--- config.mk ---
export PLATFORM = sky130hd
export DESIGN_NAME = spsf_top
export DESIGN_NICKNAME = d
export VERILOG_FILES = /design/src/spsf_pkg.sv /design/src/spsf_top.sv
export SDC_FILE = /design/constraint.sdc
export NUM_CORES = 1
export LEC_CHECK = 0
export ABC_AREA = 0
export BUFFER_PORTS_ARGS = -buffer_cell sky130_fd_sc_hd__buf_2
export CAP_MARGIN = 20
export CORE_MARGIN = 2
export CORE_UTILIZATION = 60
export DETAILED_ROUTE_END_ITERATION = 10
export PLACE_DENSITY_LB_ADDON = 0.3
export SLEW_MARGIN = 20
export SYNTH_ARGS = -nofsm -noshare
export SYNTH_HDL_FRONTEND = slang
export SYNTH_SLANG_ARGS = --single-unit
--- constraint.sdc ---
create_clock -name clk_i -period 4.7 [get_ports clk_i]
set_input_delay 0.47 -clock clk_i [delete_from_list [all_inputs] [get_ports clk_i]]
set_output_delay 0.47 -clock clk_i [all_outputs]
set_load 0.02 [all_outputs]
--- src/spsf_pkg.sv ---
// Purpose: Constants for the serial port status flag block
// Assumes: Classic Wishbone, 32-bit data, byte addresses
// Notes:   Interrupt flag bits share positions in status, clear and enable words
// Notes on behaviour
// - Block end when bytes reach length plus four
// - Block end interrupt when flag and enable
// - Writing one clears block end flag
// - No smartcard: block end reads zero
// - Timeout flag after programmed idle time
// - Writing one clears timeout flag
// - Timeout interrupt when flag and enable
// - Smartcard uses timeout for wait times
// - Flag only at value plus two samples
// - Counter runs always; flag needs receiver on
// - Enabling after elapse sets flag at once
// - No timeout feature: flag reads zero
// - Flow level flag is inverted pin
// - Pin toggle sets change flag if checking
// - Writing one clears flow change flag
// - Flow change interrupt when flag and enable
// - No flow control: both flags zero
// - Line break detection sets break flag
// - Writing one clears line break flag
// - Line break interrupt when flag and enable
// - Underrun flag reports slave underrun
// - No slave mode: underrun reads zero
package spsf_pkg;
    localparam logic [3:0]  ADR_STATUS     = 4'h0;
    localparam logic [3:0]  ADR_CLEAR      = 4'h4;
    localparam logic [3:0]  ADR_CTRL       = 4'h8;
    localparam logic [3:0]  ADR_TIMING     = 4'hc;
    localparam int          BIT_UNDERRUN   = 13;
    localparam int          BIT_BLOCK_END  = 12;
    localparam int          BIT_TIMEOUT    = 11;
    localparam int          BIT_FLOW_LEVEL = 10;
    localparam int          BIT_FLOW_CHG   = 9;
    localparam int          BIT_BREAK      = 8;
    localparam int          BIT_RX_ON      = 0;
    localparam int          BIT_FLOW_CHECK = 1;
    localparam int          BIT_OVER8      = 2;
    localparam int          BIT_BRK_LONG   = 3;
    localparam int          BIT_SMARTCARD  = 4;
    localparam int          BIT_WAIT_BLOCK = 5;
    localparam int          TMO_LSB        = 0;
    localparam int          TMO_W          = 24;
    localparam int          BLK_LEN_LSB    = 24;
    localparam int          BLK_LEN_W      = 8;
    localparam int          CNT_W          = 30;
    localparam logic [8:0]  BLOCK_EXTRA    = 9'h004;
    localparam logic [29:0] TMO_MARGIN     = 30'h2;
    localparam logic [7:0]  BRK_SHORT_BITS = 8'h0a;
    localparam logic [7:0]  BRK_LONG_BITS  = 8'h0b;
    localparam logic        HAS_SMARTCARD  = 1'b1;
    localparam logic        HAS_TIMEOUT    = 1'b1;
    localparam logic        HAS_FLOW       = 1'b1;
    localparam logic        HAS_SLAVE      = 1'b1;
    localparam logic [31:0] RST_WORD       = 32'h0;
    localparam logic [31:0] MASK_CTRL      = 32'h00001b3f;
endpackage : spsf_pkg

--- src/spsf_top.sv ---
// Purpose: Status flags of a serial port behind a Wishbone slave
// Assumes: rx and flow pins asynchronous; tick and event inputs on clk_i
// Notes:   Status at 0x0, write-one clear at 0x4, control at 0x8, timing at 0xc
//
// The Wishbone register port and the address map were chosen for this implementation.
`timescale 1ns/100ps
module spsf_top (
    input  wire logic        clk_i,
    input  wire logic        rst_i,
    input  wire logic        wb_cyc_i,
    input  wire logic        wb_stb_i,
    input  wire logic        wb_we_i,
    input  wire logic [3:0]  wb_adr_i,
    input  wire logic [3:0]  wb_sel_i,
    input  wire logic [31:0] wb_dat_i,
    output logic      [31:0] wb_dat_o,
    output logic             wb_ack_o,
    input  wire logic        rx_pin_i,
    input  wire logic        clear_to_send_n_pin_i,
    input  wire logic        sample_tick_i,
    input  wire logic        block_start_i,
    input  wire logic        rx_byte_i,
    input  wire logic        underrun_i,
    output logic             flow_level_o,
    output logic             irq_o
);
    typedef struct packed {
        logic        ack;
        logic [31:0] rdat;
        logic [31:0] ctrl;
        logic [31:0] timing;
        logic [2:0]  rx_sync;
        logic        rx_stable;
        logic [2:0]  cts_sync;
        logic        cts_stable;
        logic [29:0] idle_cnt;
        logic        tmo_pending;
        logic [29:0] low_cnt;
        logic        brk_armed;
        logic [8:0]  byte_cnt;
        logic        block_end_flag;
        logic        rx_timeout_flag;
        logic        flow_change_flag;
        logic        line_break_flag;
        logic        slave_underrun_flag;
        logic        flow_level;
        logic        irq;
    } spsf_state_t;

    spsf_state_t s_q;
    spsf_state_t s_d;

    // Samples per bit scaled count; also reused for break length
    function automatic logic [29:0] spsf_scale(input logic [23:0] bits, input logic over8);
        logic [29:0] wide;
        wide = {6'h0, bits};
        spsf_scale = over8 ? (wide << 3) : (wide << 4);
    endfunction : spsf_scale

    function automatic logic [29:0] spsf_sat_inc(input logic [29:0] v);
        spsf_sat_inc = (&v) ? v : v + 30'h1;
    endfunction : spsf_sat_inc

    logic        bus_req;
    logic        wr_clear;
    logic [31:0] clr;
    logic [31:0] status_word;
    logic [29:0] tmo_thr;
    logic [29:0] brk_thr;
    logic [8:0]  blk_target;
    logic        rx_change;
    logic        cts_change;
    logic        smartcard;
    logic [23:0] wait_value;

    always_comb begin
        s_d = s_q;
        bus_req = wb_cyc_i & wb_stb_i & ~s_q.ack;
        wr_clear = bus_req & wb_we_i & (wb_adr_i == spsf_pkg::ADR_CLEAR);
        clr = wr_clear ? wb_dat_i : 32'h0;
        smartcard = s_q.ctrl[spsf_pkg::BIT_SMARTCARD] & spsf_pkg::HAS_SMARTCARD;
        // Smartcard wait time: char wait uses low byte, block wait the full field
        wait_value = (smartcard & ~s_q.ctrl[spsf_pkg::BIT_WAIT_BLOCK])
                   ? {16'h0, s_q.timing[spsf_pkg::TMO_LSB +: 8]}
                   : s_q.timing[spsf_pkg::TMO_LSB +: spsf_pkg::TMO_W];
        tmo_thr = spsf_scale(wait_value, s_q.ctrl[spsf_pkg::BIT_OVER8])
                + spsf_pkg::TMO_MARGIN;
        brk_thr = spsf_scale({16'h0, s_q.ctrl[spsf_pkg::BIT_BRK_LONG] ? spsf_pkg::BRK_LONG_BITS
                                                                         : spsf_pkg::BRK_SHORT_BITS},
                             s_q.ctrl[spsf_pkg::BIT_OVER8]);
        blk_target = {1'b0, s_q.timing[spsf_pkg::BLK_LEN_LSB +: spsf_pkg::BLK_LEN_W]} + spsf_pkg::BLOCK_EXTRA;

        // Three-stage sync; a change counts once stages two and three agree
        s_d.rx_sync = {s_q.rx_sync[1:0], rx_pin_i};
        s_d.cts_sync = {s_q.cts_sync[1:0], clear_to_send_n_pin_i};
        rx_change = (s_q.rx_sync[2] == s_q.rx_sync[1]) && (s_q.rx_sync[2] != s_q.rx_stable);
        cts_change = (s_q.cts_sync[2] == s_q.cts_sync[1]) && (s_q.cts_sync[2] != s_q.cts_stable);
        if (rx_change) begin
            s_d.rx_stable = s_q.rx_sync[2];
        end
        if (cts_change) begin
            s_d.cts_stable = s_q.cts_sync[2];
        end

        // Bus slave: one-cycle ack, unmapped reads return zero
        s_d.ack = bus_req;
        if (bus_req & ~wb_we_i) begin
            case (wb_adr_i)
                spsf_pkg::ADR_STATUS: s_d.rdat = status_word;
                spsf_pkg::ADR_CTRL:   s_d.rdat = s_q.ctrl;
                spsf_pkg::ADR_TIMING: s_d.rdat = s_q.timing;
                default:              s_d.rdat = 32'h0;
            endcase
        end
        if (bus_req & wb_we_i) begin
            for (int i = 0; i < 4; i++) begin
                if (wb_sel_i[i]) begin
                    if (wb_adr_i == spsf_pkg::ADR_CTRL) begin
                        s_d.ctrl[i*8 +: 8] = wb_dat_i[i*8 +: 8] & spsf_pkg::MASK_CTRL[i*8 +: 8];
                    end
                    if (wb_adr_i == spsf_pkg::ADR_TIMING) begin
                        s_d.timing[i*8 +: 8] = wb_dat_i[i*8 +: 8];
                    end
                end
            end
        end

        // Clears first so a same-cycle hardware set wins
        if (clr[spsf_pkg::BIT_BLOCK_END]) begin
            s_d.block_end_flag = 1'b0;
        end
        if (clr[spsf_pkg::BIT_TIMEOUT]) begin
            s_d.rx_timeout_flag = 1'b0;
        end
        if (clr[spsf_pkg::BIT_FLOW_CHG]) begin
            s_d.flow_change_flag = 1'b0;
        end
        if (clr[spsf_pkg::BIT_BREAK]) begin
            s_d.line_break_flag = 1'b0;
        end
        if (clr[spsf_pkg::BIT_UNDERRUN]) begin
            s_d.slave_underrun_flag = 1'b0;
        end

        // Block length: count includes the prologue bytes
        if (block_start_i) begin
            s_d.byte_cnt = 9'h0;
        end else if (rx_byte_i) begin
            s_d.byte_cnt = (&s_q.byte_cnt) ? s_q.byte_cnt : s_q.byte_cnt + 9'h1;
            if (s_d.byte_cnt >= blk_target && smartcard) begin
                s_d.block_end_flag = 1'b1;
            end
        end

        // Idle counter runs regardless of rx_on, restarts on line activity
        if (~s_q.rx_stable | rx_change) begin
            s_d.idle_cnt = 30'h0;
            s_d.tmo_pending = 1'b0;
        end else if (sample_tick_i) begin
            s_d.idle_cnt = spsf_sat_inc(s_q.idle_cnt);
            if (s_d.idle_cnt == tmo_thr) begin
                s_d.tmo_pending = 1'b1;
            end
        end
        // Pending elapse waits for rx_on, so late enabling still flags
        if (s_q.tmo_pending & s_q.ctrl[spsf_pkg::BIT_RX_ON] & spsf_pkg::HAS_TIMEOUT) begin
            s_d.rx_timeout_flag = 1'b1;
            s_d.tmo_pending = 1'b0;
        end

        // Break: line low for the break length; one flag per low period
        if (s_q.rx_stable) begin
            s_d.low_cnt = 30'h0;
            s_d.brk_armed = 1'b1;
        end else if (sample_tick_i) begin
            s_d.low_cnt = spsf_sat_inc(s_q.low_cnt);
            if (s_q.brk_armed && s_d.low_cnt >= brk_thr) begin
                s_d.line_break_flag = 1'b1;
                s_d.brk_armed = 1'b0;
            end
        end

        if (cts_change & s_q.ctrl[spsf_pkg::BIT_FLOW_CHECK] & spsf_pkg::HAS_FLOW) begin
            s_d.flow_change_flag = 1'b1;
        end
        if (underrun_i & spsf_pkg::HAS_SLAVE) begin
            s_d.slave_underrun_flag = 1'b1;
        end

        s_d.flow_level = ~s_q.cts_stable & spsf_pkg::HAS_FLOW;
        s_d.irq = (s_q.block_end_flag & s_q.ctrl[spsf_pkg::BIT_BLOCK_END])
                | (s_q.rx_timeout_flag & s_q.ctrl[spsf_pkg::BIT_TIMEOUT])
                | (s_q.flow_change_flag & s_q.ctrl[spsf_pkg::BIT_FLOW_CHG])
                | (s_q.line_break_flag & s_q.ctrl[spsf_pkg::BIT_BREAK]);
    end

    // Absent features read as zero
    always_comb begin
        status_word = 32'h0;
        status_word[spsf_pkg::BIT_UNDERRUN] = s_q.slave_underrun_flag & spsf_pkg::HAS_SLAVE;
        status_word[spsf_pkg::BIT_BLOCK_END] = s_q.block_end_flag & spsf_pkg::HAS_SMARTCARD;
        status_word[spsf_pkg::BIT_TIMEOUT] = s_q.rx_timeout_flag & spsf_pkg::HAS_TIMEOUT;
        status_word[spsf_pkg::BIT_FLOW_LEVEL] = s_q.flow_level;
        status_word[spsf_pkg::BIT_FLOW_CHG] = s_q.flow_change_flag & spsf_pkg::HAS_FLOW;
        status_word[spsf_pkg::BIT_BREAK] = s_q.line_break_flag;
    end

    always_ff @(posedge clk_i) begin
        if (rst_i) begin
            s_q <= '0;
            s_q.rx_sync <= 3'h7;
            s_q.rx_stable <= 1'b1;
            s_q.cts_sync <= 3'h7;
            s_q.cts_stable <= 1'b1;
            s_q.ctrl <= spsf_pkg::RST_WORD;
            s_q.timing <= spsf_pkg::RST_WORD;
        end else begin
            s_q <= s_d;
        end
    end

    assign wb_dat_o = s_q.rdat;
    assign wb_ack_o = s_q.ack;
    assign flow_level_o = s_q.flow_level;
    assign irq_o = s_q.irq;
endmodule : spsf_top

; After elaboration in Yosys (flattened, before gate mapping)
; Index checks and enable logic that the tools add are counted.
[word_totals]
register_bits = 161
in_bits = 51
elab_cells = 111
[classes]
magnitude_cmp = 2
addsub = 5
reduce_logical = 25
n_eq_ne = 8
mux = 26
n_bitwise = 21
[op_table]
columns = operator, n
row1 = $pmux W32 S3, 1
row2 = $add A30 B1 Y30 const B, 2
row3 = $mux W30, 2
row4 = $reduce_and A30 Y1, 2
row5 = $eq A30 B29 Y1, 1
row6 = $ge A30 B8 Y1, 1
row7 = $add A28 B2 Y29 const B, 1
row8 = $mux W28, 1
row9 = $mux W24, 1
row10 = $mux W1, 18
row11 = $reduce_and A3 Y1, 6
row12 = $mux W14, 1
row13 = $and A1 B1 Y1, 12
row14 = $reduce_bool A2 Y1, 5
row15 = $add A8 B3 Y9 const B, 1
row16 = $add A9 B1 Y9 const B, 1
row17 = $ge A9 B9 Y1, 1
row18 = $mux W9, 1
row19 = $reduce_and A9 Y1, 1
row20 = $eq A4 B4 Y1 const B, 2
row21 = $mux W8, 1
row22 = $reduce_or A2 Y1, 3
row23 = $not A1 Y1, 5
row24 = $eq A4 B3 Y1 const B, 1
row25 = other kinds (7), 16

; Logic depth before layout (Yosys ltp)
[depth]
word_depth = 9
ltp_mapped = 16

; Worst setup path before layout
; Ideal clock, no wire load.
[synth_path]
path_kind = register to register
start = register s_q[17] (netlist name)
end = register s_q[3] (netlist name)
path_buffers = 2
arrival_time_ps = 3534
setup_slack_ps = 1053
synth_period_minus_slack_ps = 3647
path_stages_with_launch = 17
required_time_ps = 4586
setup_ps = 114
cell_sequence = dfxtp_1 ha_1 nand4_4 or3_1 buf_2 nor4_2 buf_2 nor2_1 xor2_1 ha_1 nor2b_1 o21a_1 o21ai_0 nand2b_1 a2111oi_0 nand4_1 a21o_1
[synth_via]
elab_chain_cells = 7
elab_cells_between_ends = 8
[synth_lines]
columns = element, line
row1 = "start, declared", spsf_top.sv:50  ; spsf_state_t s_q;
row2 = $add A30 B1 Y30 / $reduce_and A30 Y1 (equally long branches), spsf_top.sv:61  ; spsf_sat_inc = (&v) ? v : v + 30'h1;
row3 = $mux W30 (*), spsf_top.sv:61
row4 = $ge A30 B8 Y1 (*), spsf_top.sv:177  ; if (s_q.brk_armed && s_d.low_cnt >= brk_thr) begin
row5 = $logic_and A1 B1 Y1 (*), spsf_top.sv:177
row6 = $mux W1 (*), spsf_top.sv:177
row7 = $mux W1 (*), spsf_top.sv:175  ; end else if (sample_tick_i) begin
row8 = $mux W1 (*), spsf_top.sv:172  ; if (s_q.rx_stable) begin
; Every way passes the cells marked *; elsewhere a longest branch is shown, timed or not.
; A chain may end at the register's enable or synchronous reset.

; Worst setup path after layout
; Ends and elaborated chain as after synthesis.

==> impl_metrics.ini <==
[drt]
wl_um = 24800
vias = 8921
detail-route-antenna-nets = 0
drt_iter0_markers = 869
drcViolationCount = 0
avgViaCountPerCell = 6.14
first_pass_iters = 6
avgRoutedWirePerCell_um = 17.1

[worst_setup_path]
critPathRequiredTime_ns = 5.03
path_cells = ha_1 -> nand4_4 -> or3_1 -> nor4_2 -> buf_4 -> nor2_1 -> xor2_1 -> ha_1 -> nor2b_1 -> o21a_1 -> o21ai_0 -> nand2b_1 -> a2111oi_0 -> nand4_1 -> a21o_1
worst_r2r_path_depth = 15
path_delay_family = simple AND/OR/NAND/NOR gates
worstSetupPathType = reg -> reg
path_common_cell = ha_1
cp.buffers_inverters = 1
cp_slowest_stage_delay_ns = 0.53
slowest_stage = or3_1
r2r_end = s_q[3]$_SDFF_PP0_
reg2reg_from = s_q[17]$_SDFFE_PP0P_
endpoint_kind = register
path_max_fanout = 8
cp-start-kind = register
worstPathArrival_ns = 4.26
rrSetupSlack_ns = 0.76
crit_start = s_q[17]$_SDFFE_PP0P_

[clock_network]
htree_num_levels = 4
clk_pin_slew_ns = 0.06
clock_sinks = 161
cts_buffer_depth = 2
hold_buffers = 0
clk_latency_ns = 0.44
cts_tree = done
cts_resized = 0
cts_setup_buffers = 0
cts-root-buf = clkbuf_16
cts_buffers = 17

[yosys]
synth_ff_type = dfxtp_1
postSynthCellCount = 1223
synth_edf_count = 0
syn-cell-area_sq_um = 9400
syn-num-nets = 1292
yosys-top-cells-area = dfxtp_1 (34%), a21oi_1 (6.3%), nand3_1 (6.0%)
synthTopCellsByCount = dfxtp_1 (161), nand2_1 (144), nor2_1 (119), a21oi_1 (118), nand3_1 (112)
yosysWarnings = 0
yosys.area.top_type = dfxtp_1
ys_seq_area_frac = 0.343
async_flop_share = 0
synth_cell_types = 67
synth_seq_cells = 161
synth.most_common_cell = dfxtp_1
yosysTopAreaCellShare = 0.343
syn_avg_cell_area_sq_um = 7.69

[finish]
drive_above_1_share = 0.136
nets = 1297
final_core_util = 0.671
num_antenna_cells = 0
area_growth_pct = 8.85
fillers = 1325

[worst_hold_path]
worstHoldStart = clear_to_send_n_pin_i
min_to = s_d[80]$_SDFF_PP1_
min_path_cells = 2
min_path_type = in -> reg

[sta]
tightest_slew_ns = 1.08
setup_violations = 0
tns_ns = 0
fmax_ghz = 0.254
period_share = 0.837
grt_setup_unrepaired = no
skew_ns = 0.0144
slew_viol_final = 0
relSlewSlack = 0.271
min_period_ns = 3.94
finalHoldViolations = 0

[pwr]
total_power_mw = 2.87
clkPwrFrac = 0.482
p_comb_frac = 0.038
seqPwrFrac = 0.480
cell_internal_pwr_mw = 2.17
p_leak_nw = 3.68
power.density_nw_per_um2 = 281
p_switching_uw = 704
swShare = 0.245
vdd_drop_max_mv = 0.286

[place]
post-dp-hpwl_um = 17700
port_buffers = 85
gp_congestion = 0.965

[floorplanning]
die_w_um = 129
io-pin-count = 86
rows = 45
initial_utilization = 0.616
fp.dieH_um = 129
coreArea_sq_um = 15300
die_area_sq_um = 16700

[global_routing]
grt_max_degree = 97
grt_antenna_before_repair = 0
track_usage = 0.303
grt_overflow = 0
grt_pass1_vias = 8068
grt_pass1_wl_um = 40700

[status]
status = finished clean

[run]
maxCapViolCount = 0
-- logic make-up (layout without fill, tap and decap cells) --
family | Yosys count | after routing | synth area share
mux | 40 | 40 | 0.0442
xor+xnor | 85 | 85 | 0.0806
compound gates | 231 | 231 | 0.148
fa+ha+maj | 18 | 18 | 0.0239
simple gates | 559 | 559 | 0.295
buf+inv | 129 | 147 | 0.0656
flops | 161 | 161 | 0.343
-- worst reg2reg max path: cells and delay by family (launching register included) --
kind / cells / cell delay [ns]
simple gates: 7 / 1.50
compound gates: 4 / 0.95
fa+ha+maj: 2 / 0.61
flops: 1 / 0.40
buf+inv: 1 / 0.21
xor+xnor: 1 / 0.14
-- worst max path at each step --
stage                                    to  cells past startpoint
after floorplan           s_q[3]$_SDFF_PP0_                     16
after global routing      s_q[3]$_SDFF_PP0_                     15
final                     s_q[3]$_SDFF_PP0_                     15
after CTS                 s_q[3]$_SDFF_PP0_                     15
after detailed placement  s_q[3]$_SDFF_PP0_                     15
after global placement    s_q[3]$_SDFF_PP0_                     15
-- area by class of cell --
cell class / count / area [sq um] / area share
multi-input combinational: 933 / 5580 / 0.545
sequential: 161 / 3220 / 0.315
timing repair buffer: 100 / 538 / 0.0526
clock buffer: 18 / 439 / 0.0429
tap: 211 / 264 / 0.0258
clock inverter: 14 / 140 / 0.0137
inverter: 15 / 56.3 / 0.00550
-- metal layers --
layer | global-route usage | routed length, um | vias to the layer above
li1 | - | - | 4332
met1 | 0.422 | 11000 | 4172
met2 | 0.467 | 11300 | 368
met3 | 0.0652 | 2020 | 49
met4 | 0.104 | 582 | 0
met5 | 0 | 0 | -
-- placed cells by master (no fill, tap or decap), types with 12 or more instances in the layout --
cell / count
a21oi_1: 118
a22oi_1: 14
and3_1: 15
buf_2: 85
buf_4: 15
clkbuf_16: 17
dfxtp_1: 161
ha_1: 18
inv_1: 15
mux2_2: 12
mux2i_1: 28
nand2_1: 144
nand3_1: 112
nand4_1: 30
nor2_1: 118
nor3_1: 25
nor4_1: 16
o21ai_0: 29
or2_2: 12
or3_1: 29
xnor2_1: 35
xor2_1: 49
-- power groups by stage --
stage	Combinational (mW)	Sequential, mW	Clock (mW)
2_1_floorplan	0.0652	1.41	0
5_1_grt	0.121	1.38	1.45
3_3_place_gp	0.107	1.41	0
3_5_place_dp	0.108	1.41	0
4_1_cts	0.109	1.38	1.40
6_report	0.109	1.38	1.38
-- registers in the layout, summed over array words and instances, names as in the netlist --
register      count
irq_o             1
wb_dat_o         32
flow_level_o      1
s_q             122
wb_ack_o          1
s_d               4
-- per-stage QoR --
| step | instance area, sq um | cells | hold WS (ns) | worst slack [ns] |
|---|---|---|---|---|
| 3_5_place_dp | 9660 | 1420 | 0.400 | 0.881 |
| 6_report | 10200 | 1452 | 0.228 | 0.764 |
| 4_1_cts | 10200 | 1452 | 0.230 | 0.824 |
| 5_1_grt | 10200 | 1452 | 0.224 | 0.453 |
| 3_3_place_gp | 9660 | 1420 | 0.400 | 0.967 |
| 2_1_floorplan | 9400 | 1223 | 0.389 | 1.05 |
No activity file was read; power rests on OpenSTA's default activity.
